$ cat config.mk
export PLATFORM = sky130hd
export DESIGN_NAME = sbp_monitor_port
export DESIGN_NICKNAME = d
export VERILOG_FILES = /design/src/pkg/sbp_pkg.sv /design/src/design/sbp_monitor_port.sv
export VERILOG_INCLUDE_DIRS = /design/src /design/src/pkg
export SDC_FILE = /design/constraint.sdc
export NUM_CORES = 1
export LEC_CHECK = 0
export ABC_AREA = 1
export BUFFER_PORTS_ARGS = -buffer_cell sky130_fd_sc_hd__buf_2
export CORE_ASPECT_RATIO = 1.75
export CORE_UTILIZATION = 60
export DETAILED_ROUTE_END_ITERATION = 12
export GPL_TIMING_DRIVEN = 0
export HOLD_SLACK_MARGIN = 0.02
export PLACE_DENSITY = 0.88
export SLEW_MARGIN = 20
export SYNTH_ARGS = -nofsm -noshare
export SYNTH_HDL_FRONTEND = slang
export SYNTH_SLANG_ARGS = --single-unit
$ cat constraint.sdc
create_clock -name ref_clk -period 3.38 [get_ports ref_clk]
set_input_delay 0.676 -clock ref_clk [delete_from_list [all_inputs] [get_ports ref_clk]]
set_output_delay 0.676 -clock ref_clk [all_outputs]
set_load 0.005 [all_outputs]
$ cat src/pkg/sbp_defines.svh
// Constants for the status byte port: widths, depths, codes and characters
`ifndef SBP_DEFINES_SVH
`define SBP_DEFINES_SVH

`define SBP_DATA_W      8
`define SBP_FIFO_DEPTH  16
`define SBP_FIFO_AW     4
`define SBP_DIE_COUNT   2

// Two-hex-digit state codes carried in state change reports
`define SBP_CODE_IDLE   8'h00
`define SBP_CODE_INIT   8'h01
`define SBP_CODE_OBS    8'h02
`define SBP_CODE_CORR   8'h04
`define SBP_CODE_CLASS  8'h08
`define SBP_CODE_INJ    8'h10
`define SBP_CODE_FATAL  8'h1F

// ASCII characters of a report line and the index of its last one
`define SBP_CHR_S       8'h53
`define SBP_CHR_C       8'h43
`define SBP_CHR_SP      8'h20
`define SBP_CHR_CR      8'h0D
`define SBP_CHR_0       8'h30
`define SBP_CHR_A_M10   8'h37
`define SBP_RPT_LAST    3'h5

`endif

$ cat src/pkg/sbp_pkg.sv
// Types shared by the status byte port design
package sbp_pkg;
    typedef enum logic [1:0] {mode_idle, mode_init, mode_run} sbp_mode_t;
endpackage

$ cat src/design/sbp_monitor_port.sv
// Controller end of the byte-wide status port with transmit staging FIFO
//
// Overview of operation
// Write a byte only while transmit-full is low, one strobe per byte.
// Back-to-back write strobes allowed, still gated by transmit-full every cycle.
// Peripheral raises transmit-full the cycle after a write that fills it.
// Peripheral raises transmit-full only because of a controller write.
// Pending bytes with transmit-full high stall the controller and block return.
// Peripheral should size buffer and drain rate so stalls stay rare.
// Read a byte only while receive-empty is low, strobe acknowledges it.
// Back-to-back read strobes allowed, still gated by receive-empty every cycle.
// Peripheral raises receive-empty the cycle after a read that emptied it.
// Peripheral raises receive-empty only because of a controller read.
// Initialization reads and discards received bytes until receive-empty.
// Transmit side is treated as ready right after initialization.
// Supervisor watches heartbeats; a silent heartbeat in observation is a fault.
// Supervisor monitors every die region heartbeat.
// CRC failure indicator asserts on detected CRC failures, transients expected.
// Supervisor flags a fault if CRC failure persists without correction.
// Per-die CRC failure indicators are wire-ORed onto one open-drain pin.
// Replacement buffers: one clock, fall-through, eight bits wide.
// Data-present indication is inverted to form the empty flag.
// All bytes on the port are ASCII text commands and reports.
// Every state change emits an SC line with the two-hex-digit state code; changes during a report line yield one line with the latest code.
// Both strobes stay low after reset until initialization begins.
`timescale 1ns/1ns

`include "sbp_defines.svh"

// Synchronous first-word fall-through FIFO held in flip-flops
module sbp_fifo #(
    parameter int W  = 8,
    parameter int D  = 16,
    parameter int AW = 4
) (
    input  wire logic          ref_clk,
    input  wire logic          rst_n,
    input  wire logic          in_valid,
    output logic               in_ready,
    input  wire logic [W-1:0]  in_data,
    output logic               out_valid,
    input  wire logic          out_ready,
    output logic [W-1:0]       out_data
);
    logic [W-1:0]  mem_ff [D];
    logic [AW-1:0] wr_ptr_ff;
    logic [AW-1:0] rd_ptr_ff;
    logic [AW:0]   count_ff;
    logic [AW:0]   nxt_count;
    wire           push;
    wire           pop;

    // Full and empty come straight from the occupancy count
    assign in_ready  = (count_ff != (AW+1)'(D));
    assign out_valid = (count_ff != '0);
    assign out_data  = mem_ff[rd_ptr_ff];
    assign push      = in_valid && in_ready;
    assign pop       = out_valid && out_ready;
    assign nxt_count = count_ff + (AW+1)'(push) - (AW+1)'(pop);

    // Pointers wrap naturally only when the depth is a power of two
    always_ff @(posedge ref_clk)
    begin
        if (!rst_n)
        begin
            wr_ptr_ff <= '0;
            rd_ptr_ff <= '0;
            count_ff  <= '0;
        end
        else
        begin
            wr_ptr_ff <= push ? wr_ptr_ff + AW'(1) : wr_ptr_ff;
            rd_ptr_ff <= pop ? rd_ptr_ff + AW'(1) : rd_ptr_ff;
            count_ff  <= nxt_count;
        end
    end

    // One storage word per entry, written when the write pointer selects it
    for (genvar i = 0; i < D; i++)
    begin : g_entry
        always_ff @(posedge ref_clk)
        begin
            if (push && (wr_ptr_ff == AW'(i)))
            begin
                mem_ff[i] <= in_data;
            end
        end
    end
endmodule

// Controller side of the port: init purge, state reports, stream, health pins
module sbp_monitor_port (
    input  wire logic                        ref_clk,
    input  wire logic                        rst_n,
    input  wire logic                        init_req,
    input  wire logic [7:0]                  core_state,
    input  wire logic                        usr_tx_valid,
    output logic                             usr_tx_ready,
    input  wire logic [`SBP_DATA_W-1:0]      usr_tx_data,
    output logic [`SBP_DATA_W-1:0]           usr_rx_data,
    output logic                             usr_rx_valid,
    output logic                             init_busy,
    output logic                             init_done,
    output logic                             tx_stalled,
    input  wire logic                        tx_full,
    output logic [`SBP_DATA_W-1:0]           tx_data,
    output logic                             tx_write,
    input  wire logic                        rx_empty,
    input  wire logic [`SBP_DATA_W-1:0]      rx_data,
    output logic                             rx_read,
    input  wire logic [`SBP_DIE_COUNT-1:0]   die_region_crc_err,
    input  wire logic                        crc_fail_pin_in,
    output logic                             crc_fail_pin_out,
    output logic                             crc_fail_pin_oe_n,
    output logic                             crc_fail_seen,
    input  wire logic [`SBP_DIE_COUNT-1:0]   die_region_readback,
    output logic [`SBP_DIE_COUNT-1:0]        die_region_heartbeat
);
    sbp_pkg::sbp_mode_t         mode_ff;
    sbp_pkg::sbp_mode_t         nxt_mode;
    logic [7:0]                 last_code_ff;
    logic [7:0]                 rpt_code_ff;
    logic                       rpt_active_ff;
    logic [2:0]                 rpt_idx_ff;
    logic [`SBP_DATA_W-1:0]     rx_byte_ff;
    logic                       rx_valid_ff;
    logic                       init_done_ff;
    logic                       crc_seen_ff;
    logic [`SBP_DIE_COUNT-1:0]  hb_ff;
    logic [`SBP_DATA_W-1:0]     rpt_byte;
    logic [7:0]                 cur_code;
    wire                        fifo_in_valid;
    wire                        fifo_in_ready;
    wire [`SBP_DATA_W-1:0]      fifo_in_data;
    wire                        fifo_out_valid;
    wire [`SBP_DATA_W-1:0]      fifo_out_data;
    wire                        tx_go;
    wire                        rx_go;
    wire                        purge_end;
    wire                        code_changed;
    wire                        rpt_push;
    wire                        port_open;

    // Upper-case ASCII hex digit of a nibble
    function automatic logic [7:0] hex_chr(input logic [3:0] nib);
        logic [7:0] base;
        base = (nib > 4'h9) ? `SBP_CHR_A_M10 : `SBP_CHR_0;
        return base + {4'h0, nib};
    endfunction

    // Code reported to the supervisor follows our own mode, then the core's
    assign cur_code = (mode_ff == sbp_pkg::mode_idle) ? `SBP_CODE_IDLE :
                      (mode_ff == sbp_pkg::mode_init) ? `SBP_CODE_INIT : core_state;
    assign code_changed = (cur_code != last_code_ff) && !rpt_active_ff;

    // Report line "SC hh" plus carriage return, one character per push
    always_comb
    begin
        case (rpt_idx_ff)
            3'h0:    rpt_byte = `SBP_CHR_S;
            3'h1:    rpt_byte = `SBP_CHR_C;
            3'h2:    rpt_byte = `SBP_CHR_SP;
            3'h3:    rpt_byte = hex_chr(rpt_code_ff[7:4]);
            3'h4:    rpt_byte = hex_chr(rpt_code_ff[3:0]);
            default: rpt_byte = `SBP_CHR_CR;
        endcase
    end

    // Reports take the FIFO input ahead of the user stream
    assign rpt_push      = rpt_active_ff && fifo_in_ready;
    assign fifo_in_valid = rpt_active_ff || usr_tx_valid;
    assign fifo_in_data  = rpt_active_ff ? rpt_byte : usr_tx_data;
    assign usr_tx_ready  = fifo_in_ready && !rpt_active_ff;

    // Staging buffer between report sources and the port
    sbp_fifo #(
        .W  (`SBP_DATA_W),
        .D  (`SBP_FIFO_DEPTH),
        .AW (`SBP_FIFO_AW)
    ) u_tx_fifo (
        .ref_clk   (ref_clk),
        .rst_n     (rst_n),
        .in_valid  (fifo_in_valid),
        .in_ready  (fifo_in_ready),
        .in_data   (fifo_in_data),
        .out_valid (fifo_out_valid),
        .out_ready (tx_go),
        .out_data  (fifo_out_data)
    );

    // Both strobes stay quiet in idle, so nothing moves before init begins
    assign port_open  = (mode_ff != sbp_pkg::mode_idle);

    // Transmit: one byte per cycle while full stays low outside idle, bursts allowed
    assign tx_go      = fifo_out_valid && !tx_full && port_open;
    assign tx_write   = tx_go;
    assign tx_data    = fifo_out_data;
    assign tx_stalled = fifo_out_valid && tx_full;
    // Transmit is open as soon as init starts; the far buffer cannot be seen.

    // Receive: read whenever a byte is present outside idle, purge or deliver
    assign rx_go     = !rx_empty && port_open;
    assign rx_read   = rx_go;
    assign purge_end = (mode_ff == sbp_pkg::mode_init) && rx_empty;

    // Mode sequencing; init waits only for the receive side to drain
    always_comb
    begin
        nxt_mode = mode_ff;
        case (mode_ff)
            sbp_pkg::mode_idle: nxt_mode = init_req ? sbp_pkg::mode_init : mode_ff;
            sbp_pkg::mode_init: nxt_mode = purge_end ? sbp_pkg::mode_run : mode_ff;
            sbp_pkg::mode_run:  nxt_mode = mode_ff;
            default:            nxt_mode = sbp_pkg::mode_idle;
        endcase
    end

    // Mode register; init_done pulses once, the cycle after the purge ends
    always_ff @(posedge ref_clk)
    begin
        if (!rst_n)
        begin
            mode_ff      <= sbp_pkg::mode_idle;
            init_done_ff <= 1'b0;
        end
        else
        begin
            mode_ff      <= nxt_mode;
            init_done_ff <= purge_end;
        end
    end

    // State change report sequencer
    always_ff @(posedge ref_clk)
    begin
        if (!rst_n)
        begin
            last_code_ff  <= `SBP_CODE_IDLE;
            rpt_code_ff   <= `SBP_CODE_IDLE;
            rpt_active_ff <= 1'b0;
            rpt_idx_ff    <= 3'h0;
        end
        else if (code_changed)
        begin
            last_code_ff  <= cur_code;
            rpt_code_ff   <= cur_code;
            rpt_active_ff <= 1'b1;
            rpt_idx_ff    <= 3'h0;
        end
        else if (rpt_push)
        begin
            rpt_active_ff <= (rpt_idx_ff != `SBP_RPT_LAST);
            rpt_idx_ff    <= rpt_idx_ff + 3'h1;
        end
    end

    // Received bytes reach the user only after the purge; purged ones drop
    always_ff @(posedge ref_clk)
    begin
        if (!rst_n)
        begin
            rx_byte_ff  <= 8'h00;
            rx_valid_ff <= 1'b0;
        end
        else
        begin
            rx_valid_ff <= rx_go && (mode_ff == sbp_pkg::mode_run);
            rx_byte_ff  <= rx_go ? rx_data : rx_byte_ff;
        end
    end

    // Status outputs straight from registers and the mode
    assign usr_rx_data  = rx_byte_ff;
    assign usr_rx_valid = rx_valid_ff;
    assign init_busy    = (mode_ff == sbp_pkg::mode_init);
    assign init_done    = init_done_ff;

    // Open-drain CRC failure pin: any die region pulls it low (wire-OR)
    assign crc_fail_pin_out  = 1'b0;
    assign crc_fail_pin_oe_n = ~(|die_region_crc_err);

    // Pin level read back, so a failure from any die shows here too
    always_ff @(posedge ref_clk)
    begin
        if (!rst_n)
        begin
            crc_seen_ff <= 1'b0;
        end
        else
        begin
            crc_seen_ff <= !crc_fail_pin_in;
        end
    end

    assign crc_fail_seen = crc_seen_ff;

    // One registered heartbeat output per die region, never merged
    for (genvar d = 0; d < `SBP_DIE_COUNT; d++)
    begin : g_die
        always_ff @(posedge ref_clk)
        begin
            if (!rst_n)
            begin
                hb_ff[d] <= 1'b0;
            end
            else
            begin
                hb_ff[d] <= die_region_readback[d];
            end
        end
    end

    assign die_region_heartbeat = hb_ff;
endmodule

### Word level (Yosys, flattened, before mapping)

Memory sizes are Yosys's and may differ from the RTL's. A register that Yosys moved wholly into a read port is not among the register bits.
Index checks and enable logic that the tools add are counted.

* bits in registers: 40
* bits in latches: 0
* RAM bits: 128
* ROM bits: 0
* output and inout bits: 28
* word-level logic and storage cells: 198
* memories kept: 1

* add/sub/neg operators: 7
* $mul: 0
* divide/modulo/power cells: 0
* magnitude comparators: 2
* equality and inequality tests: 26
* shift operators: 0
* multiplexer cells: 90
* bitwise gates (word level): 3
* reductions and logical operators: 56

Memories
* u_tx_fifo.mem_ff: depth 16, bits a word 8, read ports 1, clocked after Yosys merged registers in 1, wr ports 1, RTL line sbp_monitor_port.sv:45 `logic [W-1:0] mem_ff [D];`

Operators with widths (count)
* 2-to-1 mux 8 bit: 18
* OR reduction 8 bit: 15
* 2-to-1 mux 4 bit: 17
* 2-to-1 mux 1 bit: 49
* one-hot mux 7 bit (5 select lines): 1
* equality test 4 bit, second input constant: 8
* logical AND 1 bit: 27
* equality test 4 x 3 -> 1 bit, second input constant: 4
* adder 6 x 4 -> 7 bit: 2
* adder 4 x 1 -> 4 bit, second input constant: 2
* equality test 4 x 2 -> 1 bit, second input constant: 2
* > comparator 4 bit, second input constant: 2
* inequality test 8 bit: 1
* equality test 3 x 2 -> 1 bit, second input constant: 2
* 2-to-1 mux 3 bit: 2
* one-hot mux 2 bit (3 select lines): 1
* adder 5 x 1 -> 5 bit: 1
* inequality test 5 bit, second input constant: 1
* nonzero test 5 bit: 1
* subtractor 5 x 1 -> 5 bit: 1
* equality test 4 x 1 -> 1 bit, second input constant: 1
* logical NOT 1 bit: 4
* logical NOT 4 bit: 1
* 2-to-1 mux 2 bit: 2
* 15 further kinds: 19

### Longest topological paths before layout

Gate-level depths: netlist of run 1.

* depth after elaboration: 21
* depth in mapped cells: 16

### Modules after synthesis

Synthesis of run 1 repeated with hierarchy kept, for this count alone.

* cells, all modules: 920
* area, all modules: 8220.4 µm²

Modules (own cells, without submodules)
* sbp_fifo: times used 1, cells each 652, area each 6456.2 µm², seq. area each 4184.0 µm²
* sbp_monitor_port: times used 1, cells each 268, area each 1764.2 µm², seq. area each 540.5 µm²

### Least setup slack after synthesis of run 1

No wires, ideal clock.

* path kind: flip-flop to flip-flop
* start: register rpt_code_ff[5]
* end: memory u_tx_fifo.mem_ff[0][4], data pin
* data arrival time: 2218 ps
* required time: 3050 ps
* path slack: 832 ps
* cell stages (with the launch flop): 10
* buffers on the path: 0
* clock period less this slack: 2548 ps
* cells stage by stage: dfxtp_1 -> nand2_1 -> nand2_1 -> ha_1 -> fa_1 -> inv_1 -> o21ai_0 -> o22ai_1 -> a21oi_1 -> o21ai_0

* word-level cells in the longest chain between the ends: 20

RTL lines
* from (decl): RTL line sbp_monitor_port.sv:122 `logic [7:0] rpt_code_ff;`
* from (signal assigned): RTL line sbp_monitor_port.sv:239 `` rpt_code_ff <= `SBP_CODE_IDLE; ``
* from (signal assigned): RTL line sbp_monitor_port.sv:246 `rpt_code_ff <= cur_code;`
* > comparator 4 bit: RTL line sbp_monitor_port.sv:147 `` base = (nib > 4'h9) ? `SBP_CHR_A_M10 : `SBP_CHR_0; ``
* 2-to-1 mux 3 bit (no line)
* adder 6 x 4 -> 7 bit (*): RTL line sbp_monitor_port.sv:148 `return base + {4'h0, nib};`
* one-hot mux 7 bit (5 select lines) (*): RTL line sbp_monitor_port.sv:159 `case (rpt_idx_ff)`
* 2-to-1 mux 8 bit (*): RTL line sbp_monitor_port.sv:172 `assign fifo_in_data = rpt_active_ff ? rpt_byte : usr_tx_data;`
* net fifo_in_data[4]: RTL line sbp_monitor_port.sv:134 `` wire [`SBP_DATA_W-1:0] fifo_in_data; ``
* 2-to-1 mux 8 bit (no line) (14 in a row)
* 2-to-1 mux 8 bit (no line) (*)
* to (decl): RTL line sbp_monitor_port.sv:45

Mark *: on every way through the listed nets, which the timed path passes. The rest lies on a longest branch.

==> results.py, run 1 <==
metrics = {
    "min_path": {
        "hp-class": "primary input to register",
    },
    "detailed_routing": {
        "routed.top_layer": "met4",
        "drt_iter0_drc": 518,
        "antenna_left": 0,
        "vias": 5901,
        "routedWlPerCell_um": 18.2,
        "wl_met3_um": 1180,
        "first_pass_iters": 6,
        "dr_wl_met2_um": 9830,
        "drt_drc_violations_left": 0,
        "post_drt_via_cell_ratio": 5.82,
        "m1WireLength_um": 6140,
        "wl_um": 18400,
    },
    "synth": {
        "async_reset_ff_frac": 0,
        "syn-cell-area_sq_mm": 0.00782,
        "ys_types": 37,
        "synth-edff-count": 128,
        "syn_inst": 753,
        "synth_fp_nets": 811,
        "ys_ff_latch": 172,
        "synth_ff_type": "edfxtp_1",
        "yosysSeqAreaShare": 0.604,
        "yosys_warnings": 0,
        "syn_area_per_cell_sq_um": 10.4,
    },
    "cts": {
        "cts_tree": "done",
        "root_buffer": "clkbuf_16",
        "cts_setup_buffers": 0,
        "path_clk_slew_ns": 0.07,
        "clockBufferDepth": 2,
        "cts_hold_buffers": 0,
        "clock_latency_ns": 0.43,
        "numCtsBuffers": 17,
        "cts_resized": 0,
        "clock-sinks": 172,
        "cts.htree.levels": 4,
    },
    "power_and_ir_drop": {
        "p_per_area_mw_per_mm2": 653,
        "peakVddDrop_uv": 468,
        "leakage_nw": 3.59,
        "total_power_w": 0.00583,
    },
    "setup_path": {
        "rrSetupSlack_ns": 0.51,
        "worstSetupStartpointType": "register",
        "crit_type": "register to primary output",
        "cp_max_fo": 10,
        "endpoint_kind": "primary output",
        "worstPathRequired_ns": 2.70,
        "cp.arrival_ns": 2.40,
    },
    "floorplan": {
        "core_sq_mm": 0.0126,
        "start_util": 0.622,
        "die_x_um": 88.3,
        "io_pins": 63,
        "fp-row-count": 54,
        "dieHeight_um": 153,
        "die_area_sq_mm": 0.0135,
    },
    "global_routing": {
        "grt_max_degree": 18,
        "grtUsageTotal": 0.293,
        "grt_pass1_wl_um": 28600,
        "grt_pass1_vias": 5619,
        "grt_overflow": 0,
        "antenna_found_initial": 0,
    },
    "timing": {
        "period_minus_slack_ns": 3.08,
        "max_freq_mhz": 325,
        "worst_pin_slew_ns": 0.828,
        "slew_viol_final": 0,
        "timing.final.crit_share": 0.911,
        "clock_skew_ns": 0.00610,
        "relSlewSlack": 0.448,
        "hold_viol_final": 0,
        "setup_viol": 0,
        "rsz0062_at_grt": "no",
    },
    "final_layout": {
        "syn2layout_area_growth_pct": 14.1,
        "drive_above_1_share": 0.144,
        "diodes": 0,
        "nets": 891,
        "fin_cells": 1014,
        "fin_area_sq_mm": 0.00892,
        "fill_cells": 885,
    },
    "run_status": {
        "outcome": "finished clean",
    },
    "placement": {
        "globalplace.congestion": 1.03,
        "place_area_sq_mm": 0.00834,
        "numPortBuffers": 61,
        "placed_cells": 982,
        "hpwl_um": 13000,
    },
    "run": {
        "cap_violations": 0,
    },
}
==> path summary, 6_finish.rpt <==
path | depth (start not counted) | endpoint | startpoint
min reg2reg | 2 | u_tx_fifo.rd_ptr_ff[3] | u_tx_fifo.rd_ptr_ff[3]
min | 2 | crc_fail_seen | crc_fail_pin_in
max reg2reg | 15 | u_tx_fifo.count_ff[4] | mode_ff[1]
max | 9 | tx_data[4] | register
==> report_power, final <==
group	total (W)	switching (W)	leakage (nW)	internal (W)
clock	0.00191	0.000867	0.282	0.00104
combinational	0.00131	0.000880	1.79	0.000426
sequential	0.00262	0.0000925	1.52	0.00252
==> state kept, by name, indices dropped and copies added, names as in the netlist, named ones only <==
signal                flops
init_done                 1
rpt_idx_ff                3
rpt_active_ff             1
u_tx_fifo.wr_ptr_ff       4
rpt_code_ff               8
u_tx_fifo.count_ff        5
u_tx_fifo.rd_ptr_ff       4
usr_rx_valid              1
mode_ff                   2
crc_fail_seen             1
u_tx_fifo.mem_ff        128
usr_rx_data               8
die_region_heartbeat      2
==> layout make-up <==
class | count | area, sq um | share of cell area
Timing Repair Buffer | 61 | 305 | 0.0342
Clock inverter | 15 | 155 | 0.0174
Sequential cell | 172 | 4720 | 0.529
Buffer | 30 | 144 | 0.0161
Clock buffer | 17 | 425 | 0.0477
Tap cell | 168 | 210 | 0.0236
Multi-Input combinational cell | 450 | 2580 | 0.289
Inverter | 101 | 379 | 0.0425
==> logic make-up (layout without fill, tap and decap cells) <==
logic type	count (synthesis)	after routing	share of synthesized area
other	1	1	0.000479
XOR/XNOR	3	3	0.00336
AO/OA/AOI/OAI	159	159	0.115
adder cells (fa/ha/maj)	23	23	0.0397
flip-flops	172	172	0.604
buffers and inverters	131	224	0.0669
multiplexers	34	34	0.0437
AND/OR/NAND/NOR	230	230	0.127
==> cells in the mapped netlist, types with 4 or more instances <==
cell type    n  area, sq um
edfxtp_1   128         3840
buf_2        4         20.0
buf_4        4         30.0
nand4_1      9         56.3
ha_1        20          250
nor2_1      72          270
clkbuf_1    18         67.6
nand2_1    104          390
o21ai_0     64          320
nand3_2      4         40.0
a21oi_1     50          250
inv_1       97          364
o211ai_1    33          248
nand3_1     31          155
or2_2        4         25.0
mux2i_1     33          330
dfxtp_1     44          881
==> per-layer routing <==
metal,track usage,vias up
met3,0.0680,81
met5,0,-
met4,0.179,0
met2,0.518,330
li1,-,2744
met1,0.303,2746
==> placed cells by master, fill, tap and decap left out, types with 3 or more instances in the layout <==
master,netlist,routed
edfxtp_1,128,128
nand2_1,104,104
inv_1,97,97
nor2_1,72,71
buf_2,4,65
o21ai_0,64,63
a21oi_1,50,50
dfxtp_1,44,44
mux2i_1,33,33
o211ai_1,33,33
nand3_1,31,31
ha_1,20,20
clkbuf_1,18,18
clkbuf_16,0,17
nand4_1,9,9
inv_6,0,6
or2_2,4,4
buf_4,4,4
nand3_2,4,4
o21ai_1,3,3
xor2_1,3,3
fa_1,3,3
==> through the flow <==
stage | hold WS, ns | util | setup TNS (ns) | setup WS [ns]
6_report | 0.392 | 0.710 | 0 | 0.302
5_1_grt | 0.398 | 0.710 | 0 | 0.188
4_1_cts | 0.386 | 0.710 | 0 | 0.382
3_5_place_dp | 0.464 | 0.664 | 0 | 0.535
3_3_place_gp | 0.451 | 0.663 | -5.12 | -0.321
2_1_floorplan | 0.436 | - | 0 | 0.832
==> worst max-delay path: stages (launching register included) <==
cell and delay (ns):
dfxtp_1 0.30, buf_2 0.16, buf_4 0.24, clkbuf_1 0.40, a21oi_1 0.13, o21ai_0 0.23
o211ai_1 0.21, nand3_1 0.12, nand2_1 0.06, buf_2 0.13
No activity file was read; power rests on OpenSTA's default activity.
==> inputs of run 2 (changes only) <==
RECOVER_POWER = 100   (was default)
==> run 2 against run 1 <==
Against the previous run: clock skew up 0.0014 ns; highest routed layer unchanged; global-route usage unchanged; combinational power about the same; critical endpoint unchanged; sequential cell count unchanged; setup slack worse by 0.032 ns; routed wire length up 0.53%; maximum frequency down 1.0%; final cell count unchanged.
==> results.py, run 2 (synthesis gave the netlist of run 1 again) <==
metrics = {
    "run_status": {
        "outcome": "finished clean",
    },
    "floorplan": {
        "die_area_sq_mm": 0.0135,
        "core_sq_mm": 0.0126,
        "dieHeight_um": 153,
        "fp-row-count": 54,
        "io_pins": 63,
        "die_x_um": 88.3,
        "start_util": 0.622,
    },
    "setup_path": {
        "endpoint_kind": "primary output",
        "rrSetupSlack_ns": 0.52,
        "crit_type": "register to primary output",
        "worstSetupStartpointType": "register",
        "worstPathRequired_ns": 2.70,
        "cp_max_fo": 10,
        "cp.arrival_ns": 2.43,
    },
    "placement": {
        "hpwl_um": 13000,
        "globalplace.congestion": 1.03,
        "numPortBuffers": 61,
        "placed_cells": 982,
        "dpl_worst_slack_ns": 0.535,
    },
    "timing": {
        "timing.final.crit_share": 0.920,
        "clock_skew_ns": 0.00751,
        "worst_pin_slew_ns": 1.32,
        "rsz0062_at_grt": "no",
        "hold_viol_final": 0,
        "setup_slack_ns": 0.271,
        "period_minus_slack_ns": 3.11,
        "max_freq_mhz": 322,
        "relSlewSlack": 0.115,
        "whs_ns": 0.392,
        "slew_viol_final": 0,
        "setup_viol": 0,
    },
    "final_layout": {
        "fill_cells": 906,
        "final_common_cell": "edfxtp_1",
        "top_register": "u_tx_fifo.mem_ff",
        "seq_area_sq_mm": 0.00472,
        "largest_reg_flops": 128,
        "diodes": 0,
        "drive_above_1_share": 0.116,
        "fin_util": 0.706,
        "multi_input_area_sq_mm": 0.00255,
        "fin_cells": 1014,
        "syn2layout_area_growth_pct": 13.4,
        "nets": 891,
        "layout_common_cells": "128 x edfxtp_1, 105 x nand2_1, 98 x inv_1",
    },
    "cts": {
        "root_buffer": "clkbuf_16",
        "clock-sinks": 172,
        "cts_resized": 0,
        "path_clk_slew_ns": 0.07,
        "clockBufferDepth": 2,
        "cts_hold_buffers": 0,
        "cts.htree.levels": 4,
        "cts_tree": "done",
        "clock_latency_ns": 0.43,
        "numCtsBuffers": 17,
        "cts_setup_buffers": 0,
    },
    "global_routing": {
        "grtUsageTotal": 0.293,
        "grt_overflow": 0,
        "antenna_found_initial": 0,
        "grt_pass1_wl_um": 28600,
        "grt_pass1_vias": 5619,
        "grt_max_degree": 18,
    },
    "detailed_routing": {
        "post_drt_via_cell_ratio": 5.82,
        "routedWlPerCell_um": 18.3,
        "antenna_left": 0,
        "vias": 5899,
        "wl_um": 18500,
        "drt_drc_violations_left": 0,
        "first_pass_iters": 5,
        "drt_iter0_drc": 601,
    },
    "run": {
        "cap_violations": 0,
    },
    "power_and_ir_drop": {
        "peakVddDrop_uv": 467,
        "total_power_w": 0.00581,
        "p_per_area_mw_per_mm2": 655,
        "leakage_nw": 3.53,
    },
    "min_path": {
        "hp-class": "primary input to register",
    },
}
[run 2: cell count changes in the layout (fill, tap and decap cells not counted), moves of 2 or more]
cell      previous run  this run
buf_2               65        47
clkbuf_1            18        36
nor2_1              71        74
nor2_4               2         0
o21ai_0             63        65
[run 2: area by class of cell]
cell class	count	area share
sequential	172	0.533
timing repair buffer	61	0.0322
buffer	30	0.0157
tap	168	0.0237
multi-input combinational	450	0.288
inverter	101	0.0427
clock inverter	15	0.0175
clock buffer	17	0.0480
[run 2: path summary, 6_finish.rpt]
kind | start | end | cells past startpoint
hold / removal | crc_fail_pin_in | crc_fail_seen | 2
hold reg to reg | u_tx_fifo.rd_ptr_ff[3] | u_tx_fifo.rd_ptr_ff[3] | 2
setup reg to reg | mode_ff[1] | u_tx_fifo.count_ff[4] | 15
setup / recovery | register | tx_data[4] | 9
[run 2: where the power goes]
part | switching, W | internal, W
combinational | 0.000877 | 0.000410
sequential | 0.0000919 | 0.00252
clock | 0.000864 | 0.00104
total | 0.00183 | 0.00397
[run 2: metal layers]
metal  wire, um  global-route usage
met1       6270               0.303
met2       9910               0.518
met3       1110              0.0680
met4       1230               0.179
met5          0                   0
[run 2: critical path: stages (launching register included)]
cell and delay [ns]:
dfxtp_1 0.30, buf_2 0.16, buf_4 0.24, clkbuf_1 0.40, a21oi_1 0.13, o21ai_0 0.23
o211ai_1 0.22, nand3_1 0.13, nand2_1 0.06, buf_2 0.13
[run 2: per-stage QoR]
step	area, sq um	TNS (ns)
6_report	8870	0
5_1_grt	8870	0
4_1_cts	8920	0
3_5_place_dp	8340	0
3_3_place_gp	8340	-5.12
2_1_floorplan	7820	0
==> inputs of run 3 (changes only) <==
CORE_MARGIN = 4   (was default)
SYNTH_HIERARCHICAL = 1   (was default)
==> run 3 against run 2 <==
Against the previous run: cell area rose by 4.7%; first-iteration DRC count down 38%; utilization decreased by 1.6 points; clock power grew 4%; via count is 8.4% higher; final cell count up 17%; register-to-register slack lost 0.10 ns; combinational power rose by 21%; largest power group unchanged; global-route usage decreased by 2.6 points; total power increased by 7.1%; die area grew 16%; clock skew up 0.00060 ns.
==> results.py, run 3 <==
metrics = {
    "detailed_routing": {
        "drt_iter0_drc": 374,
        "drt_drc_violations_left": 0,
        "first_pass_iters": 5,
        "vias": 6392,
        "routedWlPerCell_um": 16.3,
        "antenna_left": 0,
        "post_drt_via_cell_ratio": 5.38,
        "wl_um": 19400,
    },
    "min_path": {
        "holdPathStages": 2,
        "hp-class": "primary input to register",
    },
    "cts": {
        "root_buffer": "clkbuf_16",
        "clock_latency_ns": 0.43,
        "cts_tree": "done",
        "cts_setup_buffers": 0,
        "cts.htree.levels": 4,
        "path_clk_slew_ns": 0.07,
        "cts_hold_buffers": 0,
        "clockBufferDepth": 2,
        "cts_resized": 0,
        "clock-sinks": 172,
        "numCtsBuffers": 17,
    },
    "synth": {
        "ys_types": 35,
        "syn_area_per_cell_sq_um": 8.94,
        "syn-cell-area_sq_mm": 0.00822,
        "async_reset_ff_frac": 0,
        "synth-edff-count": 128,
        "synth_area_leaders": "edfxtp_1 47%, nand2_1 12%, dfxtp_1 11%",
        "synthTopCellsByCount": "260 x nand2_1, 151 x inv_1, 128 x edfxtp_1",
        "synth_fp_nets": 978,
        "syn_inst": 920,
        "synthMostInstantiatedCell": "nand2_1",
        "ys_ff_latch": 172,
        "yosysTopAreaCell": "edfxtp_1",
        "yosysSeqAreaShare": 0.575,
        "yosysTopAreaCellShare": 0.468,
        "synth_ff_type": "edfxtp_1",
        "yosys_warnings": 6,
    },
    "final_layout": {
        "fin_area_sq_mm": 0.00928,
        "top_register": "u_tx_fifo/mem_ff",
        "diodes": 0,
        "nets": 1060,
        "final_common_cell": "nand2_1",
        "syn2layout_area_growth_pct": 12.9,
        "drive_above_1_share": 0.111,
        "layout_common_cells": "262 x nand2_1, 155 x inv_1, 128 x edfxtp_1",
        "largest_reg_flops": 128,
    },
    "setup_path": {
        "reg2reg_depth": 10,
        "worstPathRequired_ns": 3.60,
        "endpoint_kind": "register",
        "worstSetupStartpointType": "register",
        "crit_type": "register to register",
        "cp_max_fo": 10,
        "cp.arrival_ns": 3.18,
        "rrSetupSlack_ns": 0.42,
    },
    "timing": {
        "setup_slack_ns": 0.416,
        "hold_viol_final": 0,
        "period_minus_slack_ns": 2.96,
        "clock_skew_ns": 0.00811,
        "max_freq_mhz": 337,
        "timing.final.crit_share": 0.877,
        "worst_pin_slew_ns": 1.13,
        "setup_viol": 0,
        "relSlewSlack": 0.242,
        "slew_viol_final": 0,
        "rsz0062_at_grt": "no",
    },
    "power_and_ir_drop": {
        "p_sw_frac": 0.335,
        "p_comb_frac": 0.251,
        "internal-power_w": 0.00413,
        "leakage_nw": 4.25,
        "pwr-share-seq": 0.432,
        "p_per_area_mw_per_mm2": 670,
        "switching_power_w": 0.00209,
        "peakVddDrop_uv": 409,
        "clockPowerShare": 0.317,
    },
    "placement": {
        "globalplace.congestion": 1.05,
        "place_area_sq_mm": 0.00877,
        "dpl_worst_slack_ns": 0.595,
        "numPortBuffers": 61,
        "hpwl_um": 13900,
    },
    "global_routing": {
        "grt_pass1_wl_um": 30900,
        "antenna_found_initial": 0,
        "grt_max_degree": 20,
        "grt_pass1_vias": 6266,
        "grtUsageTotal": 0.267,
        "grt_overflow": 0,
    },
    "floorplan": {
        "dieHeight_um": 163,
        "start_util": 0.611,
        "die_area_sq_mm": 0.0157,
        "fp-row-count": 56,
        "core_sq_mm": 0.0135,
        "io_pins": 63,
        "die_x_um": 96.5,
    },
    "run": {
        "cap_violations": 0,
    },
    "run_status": {
        "outcome": "finished clean",
    },
}
## run 3: changes by cell type after synthesis, sizes merged, moves of 3 or more
cell    delta
nand2    +156
nand3     +93
inv       +59
o21ai     -42
mux2i     -33
o211ai    -32
a21oi     -31
buf       +17
clkbuf    -14
nand4      -3
nor2       +3
## run 3: through the flow
step	TNS, ns	total power (W)	std cells	hold WS (ns)	util
global placement	-2.43	0.00424	1155	0.488	0.650
CTS	0	0.00628	1189	0.393	0.698
finish	0	0.00622	1189	0.397	0.690
global route	0	0.00652	1189	0.391	0.690
floorplan	0	0.00376	920	0.477	-
detailed placement	0	0.00431	1157	0.495	0.652
## run 3: power groups by stage
stage	sequential (W)	combinational, W	clock, W
floorplan	0.00270	0.00106	0
global placement	0.00272	0.00152	0
detailed placement	0.00273	0.00158	0
CTS	0.00268	0.00160	0.00200
global route	0.00271	0.00173	0.00208
finish	0.00269	0.00156	0.00197
## run 3: metal layers
metal  wire, um  global-route usage  vias up  part of all wire
met5          0                   0        -                 0
met4       1060               0.152        0             0.055
met3       1230              0.0573       73             0.064
met2      10600               0.482      284              0.55
met1       6450               0.274     2934              0.33
li1           -                   -     3101                 -
## run 3: final cells by class
cell class | instances | area, sq um
buffer | 33 | 210
clock buffer | 17 | 425
clock inverter | 15 | 190
fill | 1020 | 4170
inverter | 158 | 593
multi-input combinational | 557 | 2630
sequential | 172 | 4720
tap | 174 | 218
timing repair buffer | 63 | 295
## run 3: kinds of logic (layout without fill, tap and decap cells)
group / after synthesis / count (layout) / synth area share
AO/OA/AOI/OAI: 51 / 51 / 0.0329
multiplexers: 1 / 1 / 0.00137
flip-flops: 172 / 172 / 0.575
XOR/XNOR: 4 / 4 / 0.00426
other: 1 / 1 / 0.000456
AND/OR/NAND/NOR: 477 / 477 / 0.247
buffers and inverters: 191 / 286 / 0.101
adder cells (fa/ha/maj): 23 / 23 / 0.0377
## run 3: path summary, 6_finish.rpt
check / start / to
worst max register to register: rpt_code_ff[5] / u_tx_fifo/mem_ff[14][4]
worst max-delay path: rpt_code_ff[5] / u_tx_fifo/mem_ff[14][4]
worst min register to register: mode_ff[1] / usr_rx_valid
worst min-delay path: crc_fail_pin_in / crc_fail_seen
## run 3: worst max-delay path, cell delays in order, from the launching register on
cell	delay, ns
dfxtp_1	0.38
nand2_1	0.11
nand2_1	0.14
ha_1	0.25
fa_1	0.38
inv_1	0.09
o21ai_0	0.15
o22ai_1	0.18
a21oi_1	0.05
o21ai_0	0.61
clkbuf_2	0.41
